**src/core/hap_pkg.sv**
```systemverilog
package hap_pkg;
   // Host pin bundle positions
   localparam int PIN_W = 5;
   localparam int PIN_CS = 0;
   localparam int PIN_HBR = 1;
   localparam int PIN_RD = 2;
   localparam int PIN_WR = 3;
   localparam int PIN_SUSPEND_BUS_TRISTATE_N = 4;
   // All host pins idle high
   localparam logic [PIN_W-1:0] PIN_IDLE = 5'h1f;

   typedef enum logic [2:0] {
      ST_IDLE = 3'b000,
      ST_WAIT_BUS = 3'b001,
      ST_TRISTATE = 3'b010,
      ST_GRANT = 3'b011,
      ST_ACCESS = 3'b100,
      ST_HOLD = 3'b101,
      ST_RELEASE = 3'b110
   } hap_state_type;
endpackage : hap_pkg

```
**src/core/hap_pin_if.sv**
```systemverilog
`timescale 1ns/1ps
interface hap_pin_if;
   import hap_pkg::*;
   logic [PIN_W-1:0] pins;
   modport src (output pins);
   modport dst (input pins);
endinterface : hap_pin_if

```
**src/core/hap_pin_sync.sv**
```systemverilog
`timescale 1ns/1ps
module hap_pin_sync
   import hap_pkg::*;
(
   // Clock and reset
   input wire logic ref_clk_i,
   input wire logic rst_n_i,
   // Raw pins
   input wire logic [PIN_W-1:0] raw_i,
   // Filtered pins
   hap_pin_if.src sync
);
   logic [PIN_W-1:0] s1_ff;
   logic [PIN_W-1:0] s2_ff;
   logic [PIN_W-1:0] s3_ff;
   logic [PIN_W-1:0] out_ff;

   genvar g;
   generate
      for (g = 0; g < PIN_W; g++)
      begin : g_bit
         always_ff @(posedge ref_clk_i or negedge rst_n_i)
         begin
            if (!rst_n_i)
            begin
               s1_ff[g] <= PIN_IDLE[g];
               s2_ff[g] <= PIN_IDLE[g];
               s3_ff[g] <= PIN_IDLE[g];
               out_ff[g] <= PIN_IDLE[g];
            end
            else
            begin
               s1_ff[g] <= raw_i[g];
               s2_ff[g] <= s1_ff[g];
               s3_ff[g] <= s2_ff[g];
               // Change counts only once two late stages agree
               if (s2_ff[g] == s3_ff[g])
                  out_ff[g] <= s3_ff[g];
            end
         end
      end
   endgenerate

   assign sync.pins = out_ff;
endmodule : hap_pin_sync

```
**src/core/hap_host_port.sv**
```systemverilog
`timescale 1ns/1ps
// What this block and its host do
// Host holds select and request low throughout
// Strobes accepted only after grant returned
// Accesses defined only while request, grant low
// First address outside multiprocessor space, host duty
// Host drives upper address high on grant
// Ready low on strobe, released when done
// Host holds strobe until ready released
// Ready selectable open-drain or active drive
// Ready release aligned to input clock
// Tristate before grant, re-enable after release
// Tristate on transitions and suspend input
// Tristate group covers address, strobes, selects
// Outputs disabled/enabled on clock edges
// Data enable clock aligned during transitions
// Suspend input sampled, stops then resumes driving
// Ready low while select and request low; block holds it low until the first access is done, then only during accesses
// Grant after bus cycle, held until release
module hap_host_port
   import hap_pkg::*;
(
   // Clock and reset
   input wire logic ref_clk_i,
   input wire logic rst_n_i,
   // Host pins
   input wire logic host_cs_n_i,
   input wire logic host_bus_request_n_i,
   input wire logic host_rd_n_i,
   input wire logic host_wr_n_i,
   input wire logic suspend_bus_tristate_n_i,
   output logic host_bus_grant_n_o,
   output logic host_bus_grant_oe_o,
   output logic host_access_ready_o,
   output logic host_access_ready_oe_o,
   output logic host_data_oe_o,
   // Configuration
   input wire logic ready_open_drain_i,
   // Memory interface drive control
   output logic mem_if_oe_o,
   output logic address_clock_out_oe_o,
   // Core side
   input wire logic core_bus_busy_i,
   input wire logic acc_done_i,
   output logic acc_req_o,
   output logic acc_write_o
);
   hap_pin_if pin_bus ();

   hap_pin_sync u_sync (
      .ref_clk_i (ref_clk_i),
      .rst_n_i (rst_n_i),
      .raw_i ({suspend_bus_tristate_n_i, host_wr_n_i, host_rd_n_i, host_bus_request_n_i, host_cs_n_i}),
      .sync (pin_bus.src)
   );

   ////////////////////////////////////////////////////////////////////////
   logic cs_n;
   logic hbr_n;
   logic rd_n;
   logic wr_n;
   logic suspend_bus_tristate_n_n;
   logic host_req;
   logic strobe_lo;

   assign cs_n = pin_bus.pins[PIN_CS];
   assign hbr_n = pin_bus.pins[PIN_HBR];
   assign rd_n = pin_bus.pins[PIN_RD];
   assign wr_n = pin_bus.pins[PIN_WR];
   assign suspend_bus_tristate_n_n = pin_bus.pins[PIN_SUSPEND_BUS_TRISTATE_N];
   assign host_req = !cs_n && !hbr_n;
   assign strobe_lo = !rd_n || (!wr_n && !cs_n);

   hap_state_type state_ff;
   hap_state_type nxt_state;
   logic grant_n_ff;
   logic ready_ff;
   logic ready_oe_ff;
   logic data_oe_ff;
   logic mem_oe_ff;
   logic grant_oe_ff;
   logic nxt_ready;
   logic acc_req_ff;
   logic acc_write_ff;

   ////////////////////////////////////////////////////////////////////////
   always_comb
   begin
      nxt_state = state_ff;
      unique case (state_ff)
         ST_IDLE:
            if (!hbr_n)
               nxt_state = ST_WAIT_BUS;
         ST_WAIT_BUS:
            if (hbr_n)
               nxt_state = ST_IDLE;
            else if (!core_bus_busy_i)
               nxt_state = ST_TRISTATE;
         ST_TRISTATE:
            nxt_state = ST_GRANT;
         ST_GRANT:
            if (hbr_n)
               nxt_state = ST_RELEASE;
            else if (strobe_lo)
               nxt_state = ST_ACCESS;
         ST_ACCESS:
            if (acc_done_i)
               nxt_state = ST_HOLD;
         ST_HOLD:
            // Host raises the strobe only after ready returns
            if (rd_n && wr_n)
               nxt_state = ST_GRANT;
         ST_RELEASE:
            nxt_state = ST_IDLE;
         default:
            nxt_state = ST_IDLE;
      endcase
   end

   always_ff @(posedge ref_clk_i or negedge rst_n_i)
   begin
      if (!rst_n_i)
         state_ff <= ST_IDLE;
      else
         state_ff <= nxt_state;
   end

   ////////////////////////////////////////////////////////////////////////
   // Grant falls one edge after the interface stopped driving
   always_ff @(posedge ref_clk_i or negedge rst_n_i)
   begin
      if (!rst_n_i)
         grant_n_ff <= 1'b1;
      else if (nxt_state == ST_RELEASE || nxt_state == ST_IDLE || nxt_state == ST_WAIT_BUS)
         grant_n_ff <= 1'b1;
      else if (state_ff == ST_TRISTATE)
         grant_n_ff <= 1'b0;
   end

   // Memory interface and address clock share one enable
   always_ff @(posedge ref_clk_i or negedge rst_n_i)
   begin
      if (!rst_n_i)
         mem_oe_ff <= 1'b1;
      else if (!suspend_bus_tristate_n_n)
         mem_oe_ff <= 1'b0;
      else if (nxt_state == ST_TRISTATE)
         mem_oe_ff <= 1'b0;
      else if ((state_ff == ST_IDLE || state_ff == ST_WAIT_BUS) && grant_n_ff)
         mem_oe_ff <= 1'b1;
   end

   // Grant pin floats only when neither the interface nor a grant drives it
   // Mirrors the next values of both enables so the pin comes from one flop
   always_ff @(posedge ref_clk_i or negedge rst_n_i)
   begin
      if (!rst_n_i)
         grant_oe_ff <= 1'b1;
      else if (state_ff == ST_TRISTATE)
         grant_oe_ff <= 1'b1;
      else if (!grant_n_ff && nxt_state != ST_RELEASE && nxt_state != ST_IDLE && nxt_state != ST_WAIT_BUS)
         grant_oe_ff <= 1'b1;
      else if (!suspend_bus_tristate_n_n || nxt_state == ST_TRISTATE)
         grant_oe_ff <= 1'b0;
      else if ((state_ff == ST_IDLE || state_ff == ST_WAIT_BUS) && grant_n_ff)
         grant_oe_ff <= 1'b1;
      else
         grant_oe_ff <= mem_oe_ff;
   end

   ////////////////////////////////////////////////////////////////////////
   // Ready: low while waiting for grant and during an access
   always_comb
   begin
      nxt_ready = ready_ff;
      if (!host_req && state_ff != ST_ACCESS)
         nxt_ready = 1'b1;
      else if (nxt_state == ST_ACCESS)
         nxt_ready = 1'b0;
      else if (state_ff == ST_ACCESS && acc_done_i)
         nxt_ready = 1'b1;
      else if (state_ff == ST_WAIT_BUS || state_ff == ST_TRISTATE || state_ff == ST_IDLE)
         nxt_ready = 1'b0;
   end

   always_ff @(posedge ref_clk_i or negedge rst_n_i)
   begin
      if (!rst_n_i)
         ready_ff <= 1'b1;
      else
         ready_ff <= nxt_ready;
   end

   // Open drain only drives while pulling low
   // Enable follows the next level, else it would drive high for a cycle
   always_ff @(posedge ref_clk_i or negedge rst_n_i)
   begin
      if (!rst_n_i)
         ready_oe_ff <= 1'b0;
      else if (ready_open_drain_i)
         ready_oe_ff <= host_req && !nxt_ready;
      else
         ready_oe_ff <= host_req;
   end

   // Read data driven from completion until strobe rises
   always_ff @(posedge ref_clk_i or negedge rst_n_i)
   begin
      if (!rst_n_i)
         data_oe_ff <= 1'b0;
      else if (state_ff == ST_ACCESS && acc_done_i && !acc_write_ff)
         data_oe_ff <= 1'b1;
      else if (rd_n)
         data_oe_ff <= 1'b0;
   end

   always_ff @(posedge ref_clk_i or negedge rst_n_i)
   begin
      if (!rst_n_i)
      begin
         acc_req_ff <= 1'b0;
         acc_write_ff <= 1'b0;
      end
      else
      begin
         acc_req_ff <= state_ff == ST_GRANT && nxt_state == ST_ACCESS;
         if (state_ff == ST_GRANT && nxt_state == ST_ACCESS)
            acc_write_ff <= rd_n;
      end
   end

   assign host_bus_grant_n_o = grant_n_ff;
   assign host_bus_grant_oe_o = grant_oe_ff;
   assign host_access_ready_o = ready_ff;
   assign host_access_ready_oe_o = ready_oe_ff;
   assign host_data_oe_o = data_oe_ff;
   assign mem_if_oe_o = mem_oe_ff;
   assign address_clock_out_oe_o = mem_oe_ff;
   assign acc_req_o = acc_req_ff;
   assign acc_write_o = acc_write_ff;
endmodule : hap_host_port

```
**config.mk**
```make
export PLATFORM = sky130hd
export DESIGN_NAME = hap_host_port
export DESIGN_NICKNAME = d
export VERILOG_FILES = /design/src/core/hap_pkg.sv /design/src/core/hap_pin_if.sv /design/src/core/hap_pin_sync.sv /design/src/core/hap_host_port.sv
export SDC_FILE = /design/constraint.sdc
export NUM_CORES = 1
export LEC_CHECK = 0
export BUFFER_PORTS_ARGS = -buffer_cell sky130_fd_sc_hd__buf_2
export CORE_MARGIN = 2
export CORE_UTILIZATION = 25
export DETAILED_ROUTE_END_ITERATION = 7
export PLACE_DENSITY = 0.5
export SYNTH_ARGS = -nofsm -noshare
export SYNTH_HDL_FRONTEND = slang
export SYNTH_HIERARCHICAL = 1
export SYNTH_SLANG_ARGS = --single-unit
```
**constraint.sdc**
```tcl
create_clock -name ref_clk_i -period 2.4 [get_ports ref_clk_i]
set_input_delay 0.24 -clock ref_clk_i [delete_from_list [all_inputs] [get_ports ref_clk_i]]
set_output_delay 0.24 -clock ref_clk_i [all_outputs]
set_load 0.03 [all_outputs]
```
; ---- After elaboration in Yosys (flattened, before gate mapping)
; Cells that the tools add are included.
; W data, S select, Z words.
[classes]
addsub = 0
mul = 0
div = 0
n_lt_le_gt_ge = 0
n_eq_ne = 17
shift = 0
n_mux = 23
n_bitwise = 0
reduce_logical = 33
[ops]
columns = op, count
row1 = $mux W3, 7
row2 = $pmux W3 S6, 1
row3 = $mux W1, 15
row4 = $eq A3 B3 Y1 const B, 4
row5 = $logic_and A1 B1 Y1, 12
row6 = $eq A3 B2 Y1 const B, 3
row7 = $logic_not A1 Y1, 9
row8 = $logic_or A1 B1 Y1, 7
row9 = $eq A3 B1 Y1 const B, 2
row10 = $logic_not A3 Y1, 2
row11 = $ne A3 B3 Y1 const B, 2
row12 = $eq A1 B1 Y1, 5
row13 = $reduce_bool A2 Y1, 2
row14 = $ne A3 B1 Y1 const B, 1
row15 = $reduce_bool A3 Y1, 1
[totals]
ff_bits = 31
latchBits = 0
mem_bits_rw = 0
mem_bits_ro = 0
output_inout_bits = 9
elab_cells = 102
n_memories = 0

; ---- Longest topological paths before layout
; Gate-level depths: netlist of run 1.
[depth]
ltp_word = 12
mapped_depth = 6
ltp_nobuf = 6

; ---- Modules after synthesis
; The synthesis of run 1 kept the hierarchy.
[by_module_without_submodules]
columns = mod, instances, cells_per_inst, area_per_inst_um2, seq_area_each_um2
row1 = hap_host_port, 1, 59, 585.6, 280.3
row2 = hap_pin_sync, 1, 25, 581.8, 525.5

; ---- Least setup slack after synthesis of run 1
; Ideal clock, no wire load.
[synth_timing]
kind = register to register
start = register u_sync.out_ff[0] (netlist: u_sync/sync.pins[0])
end = register acc_write_ff (netlist: acc_write_o)
setup_time_ps = 128
arrival_ps = 1613
required_time_ps = 2272
path_slack_ps = 659
path_stages_with_launch = 7
n_path_buf = 0
cell_sequence = dfstp_2 > o21ai_0 > nand3b_1 > a211oi_2 > inv_2 > nor4_4 > mux2_1
[synth_between]
elab_chain_len = 8
[synth_rtl]
columns = element, line
row1 = start: declaration, hap_pin_sync.sv:16  ; logic [PIN_W-1:0] out_ff;
row2 = start signal: indexed assignment, hap_pin_sync.sv:29  ; out_ff[g] <= PIN_IDLE[g];
row3 = start signal: indexed assignment, hap_pin_sync.sv:38  ; out_ff[g] <= s3_ff[g];
row4 = $logic_not A1 Y1, hap_host_port.sv:72  ; assign strobe_lo = !rd_n || (!wr_n && !cs_n);
row5 = $logic_and A1 B1 Y1, hap_host_port.sv:72
row6 = $logic_or A1 B1 Y1, hap_host_port.sv:72
row7 = $mux W3, hap_host_port.sv:104  ; else if (strobe_lo)
row8 = $mux W3, hap_host_port.sv:102  ; if (hbr_n)
row9 = $pmux W3 S6, hap_host_port.sv:90  ; unique case (state_ff)
row10 = net nxt_state[1], hap_host_port.sv:75  ; hap_state_type nxt_state;
row11 = $eq A3 B3 Y1, hap_host_port.sv:227  ; if (state_ff == ST_GRANT && nxt_state == ST_ACCESS)
row12 = $logic_and A1 B1 Y1, hap_host_port.sv:227
row13 = end signal: assignment, hap_host_port.sv:228  ; acc_write_ff <= rd_n;
row14 = end: declaration, hap_host_port.sv:84  ; logic acc_write_ff;
; The timed path passes the listed nets, and every way through them passes these cells.
; A chain may end at the register's enable or synchronous reset.

; ---- Worst setup path after layout of run 1
[layout_timing]
start = register state_ff[0]
end = register acc_write_ff (netlist: acc_write_o)
[layout_between]
elab_cells_between_ends = 16
[layout_rtl]
columns = element, line
row1 = start: declaration, hap_host_port.sv:74  ; hap_state_type state_ff;
row2 = start signal: assignment, hap_host_port.sv:125  ; state_ff <= nxt_state;
row3 = "$eq A3 B3 Y1, or another cell as far along", hap_host_port.sv:90
row4 = $pmux W3 S6 *, hap_host_port.sv:90
row5 = net nxt_state[1], hap_host_port.sv:75
row6 = $eq A3 B3 Y1 *, hap_host_port.sv:227
row7 = $logic_and A1 B1 Y1 *, hap_host_port.sv:227
; Mark *: on every way through the listed nets, which the timed path passes. The rest lies on a longest branch.

==> results of run 1 <==
per-stage QoR:
stage | instance area (um2) | cells
after floorplan | 1167 | 84
after global placement | 1303 | 151
after detailed placement | 1303 | 151
after CTS | 1394 | 159
after global routing | 1394 | 159
final | 1394 | 159
per-layer routing:
| metal | share of wire, % | up-vias | global-route usage (%) |
|---|---|---|---|
| li1 | - | 332 | - |
| met1 | 46 | 337 | 10.11 |
| met2 | 46 | 15 | 12.54 |
| met3 | 5.3 | 4 | 4.167 |
| met4 | 3.1 | 0 | 5.660 |
| met5 | 0 | - | 0 |
state kept, by name, indices dropped and copies added (netlist names):
register	flops
host_access_ready_o	1
u_sync/s2_ff	5
u_sync/s1_ff	5
host_bus_grant_oe_o	1
u_sync/s3_ff	5
address_clock_out_oe_o	1
host_access_ready_oe_o	1
state_ff	3
acc_req_o	1
u_sync/sync.pins	5
host_bus_grant_n_o	1
host_data_oe_o	1
acc_write_o	1
power by group through the flow:
stage	Combinational [mW]	Clock, mW	Sequential (mW)
after floorplan	0.323	0	0.817
after global placement	0.468	0	0.769
after detailed placement	0.475	0	0.775
after CTS	0.477	0.425	0.767
after global routing	0.521	0.446	0.790
final	0.471	0.405	0.768
path summary, 6_finish.rpt:
| path | endpoint | startpoint | cells after the start |
|---|---|---|---|
| worst max-delay path | acc_write_o$_DFFE_PN0P_ | state_ff[0]$_DFF_PN0_ | 6 |
| max in group asynchronous | host_access_ready_oe_o$_DFF_PN0_ | rst_n_i | 1 |
| worst min-delay path | state_ff[0]$_DFF_PN0_ | rst_n_i | 1 |
| min in group ref_clk_i | u_sync/s1_ff[1]$_DFF_PN1_ | host_bus_request_n_i | 1 |
| worst max register to register | acc_write_o$_DFFE_PN0P_ | state_ff[0]$_DFF_PN0_ | 6 |
| worst min register to register | u_sync/s2_ff[1]$_DFF_PN1_ | u_sync/s1_ff[1]$_DFF_PN1_ | 0 |
worst max-delay path, delay by kind of cell, from the launching register on:
| kind | cells | cell delay, ps |
|---|---|---|
| multiplexers | 1 | 350 |
| flip-flops | 1 | 500 |
| AND/OR/NAND/NOR | 3 | 640 |
| buffers and inverters | 1 | 100 |
| AO/OA/AOI/OAI | 1 | 280 |
cell type report:
type,count,area (um2),share of cell area [%]
tap,52,65.06,4.668
timing repair buffer,18,90.09,6.463
sequential,31,805.8,57.81
inverter,5,18.77,1.346
clock buffer,7,86.33,6.194
clock inverter,1,5.005,0.3591
multi-input combinational,45,322.8,23.16
cell families (layout without fill, tap and decap cells):
group	count (synthesis)	in the layout	synth area share, %
simple gates	24	24	13.08
fa+ha+maj	5	5	4.823
flops	31	31	69.02
mux	1	1	0.9646
buf+inv	8	31	3.322
compound gates	15	15	8.789
cell usage after synthesis:
library cell / count
a211o_1: 1
mux2_1: 1
nand2b_1: 2
and4bb_1: 1
buf_4: 2
nand2_1: 2
o22a_2: 1
dfrtp_1: 7
and3_1: 2
nand3b_1: 2
dfstp_2: 24
nor4_4: 1
a211oi_2: 1
inv_2: 2
nand2_2: 1
nor3b_1: 2
maj3_2: 5
nor3_1: 1
o21a_1: 1
buf_2: 1
o21ai_1: 1
o21ai_0: 4
o32a_2: 1
o31ai_1: 1
nor2_1: 7
or4_1: 1
inv_1: 3
a21oi_1: 4
or3_1: 1
nand3_1: 1
==> impl_metrics.py, run 1 <==
metrics = {
    "critical_path": {
        "required_ps": 2550,
        "crit_type": "reg -> reg",
        "cp_common_cell": "and3_1",
        "crit_chain": "and3_1 -> and3_1 -> a211oi_2 -> inv_2 -> nor4_4 -> mux2_1",
        "slowest_delay_ps": 500,
        "cp-start-kind": "flop",
        "rrSetupSlack_ps": 410,
        "path_max_fanout": 11,
        "cp_slowest_cell": "dfrtp_1",
        "setup.worst_path.end_class": "flop",
        "arrival_ps": 2150,
    },
    "timing": {
        "rsz0062_at_grt": "no",
        "setup_tns_ps": 0,
        "fin_ws_ps": 407.5,
        "worst_hold_slack_ps": -8.848,
        "clock.fmax_mhz": 501.9,
        "slew_headroom_pct": 56.74,
        "fin_crit_ps": 1992,
        "hold_viol_final": 2,
        "timing.final.crit_share_pct": 83.02,
        "setup_viol_count_final": 0,
        "slew_violations": 0,
        "tightestPinTransition_ps": 649.0,
        "finClkSkew_ps": 5.849,
    },
    "floorplan": {
        "start_util_pct": 26.45,
        "die_area_um2": 5232,
        "die_w_um": 72.34,
        "coreArea_um2": 4414,
        "fp-row-count": 24,
        "die-height_um": 72.34,
        "io_pins": 19,
    },
    "logic_synthesis": {
        "yosys-top-cells-area": "dfstp_2 54%, dfrtp_1 15%, maj3_2 4.8%",
        "yosysTopAreaCellShare_pct": 54.02,
        "yosys.area.top_type": "dfstp_2",
        "ys_seq_area_share_pct": 69.02,
        "yosysWarnings": 6,
        "syn_nets": 94,
        "synth.avg_cell_area_um2": 13.90,
        "netlist_instances": 84,
        "synth_cell_types": 30,
        "netlist_area_um2": 1167,
        "ys_ff_latch": 31,
    },
    "clock_tree": {
        "postCtsHoldBufs": 0,
        "clk_latency_ps": 270,
        "cts_tree": "built",
        "postCtsSetupBuffers": 0,
        "clockRootBuffer": "clkbuf_8",
        "htree_levels": 2,
        "cts.path.max_buffers": 2,
        "cts_made_buffers": 5,
        "clock-sinks": 31,
        "clk_pin_slew_ps": 60,
        "cts_resized": 0,
    },
    "cells_and_area": {
        "area_growth_pct": 19.40,
        "layout.cells.most_common": "dfstp_2",
        "final_core_util_pct": 31.58,
        "nNetsFinal": 116,
        "antenna_cells": 0,
        "final_cell_mix": "24 x dfstp_2, 18 x buf_2, 7 x nor2_1, 7 x dfrtp_1, 6 x clkbuf_8",
        "layout-drive-gt1-share_pct": 57.01,
        "n_fill_cell": 433,
    },
    "power_and_ir_drop": {
        "p_total_mw": 1.644,
        "clockPowerShare_pct": 24.6,
        "p_sw_mw": 0.5862,
        "power_frac_seq_pct": 46.7,
        "p_sw_share_pct": 35.66,
        "internal-power_mw": 1.058,
        "power_density_nw_per_um2": 1179,
        "p_comb_share_pct": 28.6,
        "ir_worst_vdd_mv": 0.3663,
        "power_leakage_nw": 0.5988,
    },
    "min_path": {
        "hold_path_class": "in -> async",
    },
    "status": {
        "status": "finished, violations left",
        "violations": "hold timing",
    },
    "placed_design": {
        "io_buffers": 18,
        "dpl.hpwl_um": 1325,
        "globalplace.congestion": 0.9482,
        "place_ws_ps": 434.2,
    },
    "route": {
        "via_per_inst": 4.327,
        "wl_per_cell_um": 11.65,
        "drc": 0,
        "dr.pass1.iters": 4,
        "drt-total-wl_um": 1853,
        "ant_nets": 0,
        "drt_iter0_markers": 27,
        "routed-via-count": 688,
    },
    "global_route": {
        "grt_overflow": 0,
        "grt_pass1_wl_um": 3291,
        "grtUsageTotal_pct": 8.641,
        "grt_max_degree": 32,
        "antenna_found_initial": 0,
        "first_global_vias": 702,
    },
    "flow_run": {
        "max_cap_violations": 0,
    },
}
No activity file was read; power rests on OpenSTA's default activity.
==> run 2: changes to the inputs <==
--- a/config.mk
+++ b/config.mk
@@ -9,7 +9,7 @@
 export CORE_MARGIN = 2
 export CORE_UTILIZATION = 25
 export DETAILED_ROUTE_END_ITERATION = 7
-export PLACE_DENSITY = 0.5
+export PLACE_DENSITY = 0.51
 export SYNTH_ARGS = -nofsm -noshare
 export SYNTH_HDL_FRONTEND = slang
 export SYNTH_HIERARCHICAL = 1
==> constraint.sdc (replaced) <==
create_clock -name ref_clk_i -period 1.65 [get_ports ref_clk_i]
set_input_delay 0.165 -clock ref_clk_i [delete_from_list [all_inputs] [get_ports ref_clk_i]]
set_output_delay 0.165 -clock ref_clk_i [all_outputs]
set_load 0.03 [all_outputs]
==> impl_metrics.py, run 2 (synthesis results as in run 1) <==
metrics = {
    "global_route": {
        "antenna_found_initial": 0,
        "first_global_vias": 792,
        "grt_pass1_wl_um": 3353,
        "grt_max_degree": 32,
        "grtUsageTotal_pct": 8.702,
        "grt_overflow": 0,
    },
    "cells_and_area": {
        "antenna_cells": 0,
        "n_fill_cell": 429,
        "stdcell_count": 187,
        "final_core_util_pct": 37.47,
        "final_cell_mix": "24 x dfstp_2, 22 x buf_4, 18 x buf_2, 7 x nor2_1",
        "area_growth_pct": 41.69,
        "multi_input_area_um2": 349.1,
        "layout-drive-gt1-share_pct": 67.41,
        "seq_area_um2": 807.0,
        "layout.cells.most_common": "dfstp_2",
        "design_area_um2": 1654,
        "nNetsFinal": 145,
    },
    "clock_tree": {
        "clock-sinks": 31,
        "clockRootBuffer": "clkbuf_8",
        "cts_made_buffers": 5,
        "clk_pin_slew_ps": 60,
        "htree_levels": 2,
        "cts.path.max_buffers": 2,
        "cts_tree": "built",
        "clk_latency_ps": 280,
    },
    "min_path": {
        "hold_depth": 3,
        "hold_end": "host_access_ready_oe_o$_DFF_PN0_",
        "hp-start": "ready_open_drain_i",
        "hold_path_class": "in -> reg",
    },
    "floorplan": {
        "die_area_um2": 5232,
        "die_w_um": 72.34,
        "start_util_pct": 26.45,
        "coreArea_um2": 4414,
        "die-height_um": 72.34,
        "io_pins": 19,
        "fp-row-count": 24,
    },
    "critical_path": {
        "cp_num_buf_inv": 0,
        "crit_chain": "o21ai_1 -> nor2_1 -> o32a_2 -> or3_4 -> a211o_1",
        "rrSetupSlack_ps": -150,
        "arrival_ps": 2010,
        "required_ps": 1860,
        "slowest_delay_ps": 390,
        "crit_path_start": "u_sync/sync.pins[0]$_DFFE_PN1N_",
        "cp-start-kind": "flop",
        "r2r_end": "host_bus_grant_oe_o$_DFF_PN1_",
        "ff2ff_path_depth": 5,
        "crit_type": "reg -> reg",
        "crit_family": "compound AO/OA/AOI/OAI gates",
        "cp_slowest_cell": "or3_4",
        "path_max_fanout": 4,
        "setup.worst_path.end_class": "flop",
        "timing.rr.start": "u_sync/sync.pins[0]$_DFFE_PN1N_",
    },
    "timing": {
        "hold_viol_final": 0,
        "slew_violations": 0,
        "fin_crit_ps": 1805,
        "rsz0062_at_grt": "yes",
        "timing.final.crit_share_pct": 109.4,
        "fin_ws_ps": -154.8,
        "tightestPinTransition_ps": 662.3,
        "clock.fmax_mhz": 554.1,
        "worst_hold_slack_ps": 165.5,
        "setup_viol_count_final": 3,
        "slew_headroom_pct": 55.85,
        "finClkSkew_ps": 3.486,
    },
    "route": {
        "drc": 0,
        "ant_nets": 0,
        "drt_iter0_markers": 36,
        "via_per_inst": 4.273,
        "routed-via-count": 799,
        "drt-total-wl_um": 2106,
        "dr.pass1.iters": 3,
        "wl_per_cell_um": 11.26,
    },
    "placed_design": {
        "placedCellCount": 168,
        "globalplace.congestion": 0.8621,
        "dpl.hpwl_um": 1413,
        "io_buffers": 18,
        "placed_cell_area_um2": 1430,
    },
    "power_and_ir_drop": {
        "power_leakage_nw": 0.7352,
        "ir_worst_vdd_mv": 0.5734,
        "p_total_mw": 2.728,
        "power_density_nw_per_um2": 1649,
    },
    "flow_run": {
        "max_cap_violations": 0,
    },
    "status": {
        "violations": "setup timing",
        "status": "finished, violations left",
    },
}
## run 2: worst reg2reg max path: stages, from the launching register on
cell and delay, ps:
dfstp_2 370, o21ai_1 230, nor2_1 70, o32a_2 380, or3_4 390, a211o_1 300
## run 2: routing by layer
layer	up-vias	routed length, um	global-route usage, %
met3	4	109	4.583
met5	-	0	0
met1	389	954	10.65
li1	391	-	-
met2	15	1002	12.23
met4	0	40	4.822
## run 2: worst max path at each step
stage | depth (start not counted) | slack, ps | endpoint
global route | 5 | -200 | host_bus_grant_oe_o$_DFF_PN1_
floorplan | 5 | -70 | acc_write_o$_DFFE_PN0P_
CTS | 6 | -120 | host_bus_grant_oe_o$_DFF_PN1_
finish | 5 | -150 | host_bus_grant_oe_o$_DFF_PN1_
detailed placement | 6 | -140 | host_bus_grant_oe_o$_DFF_PN1_
global placement | 5 | -130 | acc_write_o$_DFFE_PN0P_
## run 2: area by class of cell
class                   count  area share [%]
flip-flops and latches     31           48.79
clock buffers               6           4.992
repair buffers             47           19.74
multi-input cells          45           21.10
inverters                   5           1.135
well taps                  52           3.933
clock inverters             1          0.3026
## run 2: timing repair
action,CTS,global route
cloned,0,0
gates resized for setup,3,5
pin swaps,1,6
buffers inserted,3,3
hold buffers,6,0
hold endpoints to repair,12,0
endpoints found under the setup margin,5,5
## run 2: report_power, final
part           total, mW  switching [mW]  internal [mW]
logic               1.08           0.573          0.508
clock network      0.582           0.255          0.326
registers           1.07           0.107          0.959
## run 2: per-stage QoR
| step | TNS (ps) | worst slack [ps] |
|---|---|---|
| final | -366.4 | -154.8 |
| after global routing | -818.2 | -198.6 |
| after CTS | -238.9 | -119.8 |
| after detailed placement | -304.1 | -144.3 |
| after global placement | -233.7 | -127.5 |
| after floorplan | -72.15 | -72.15 |
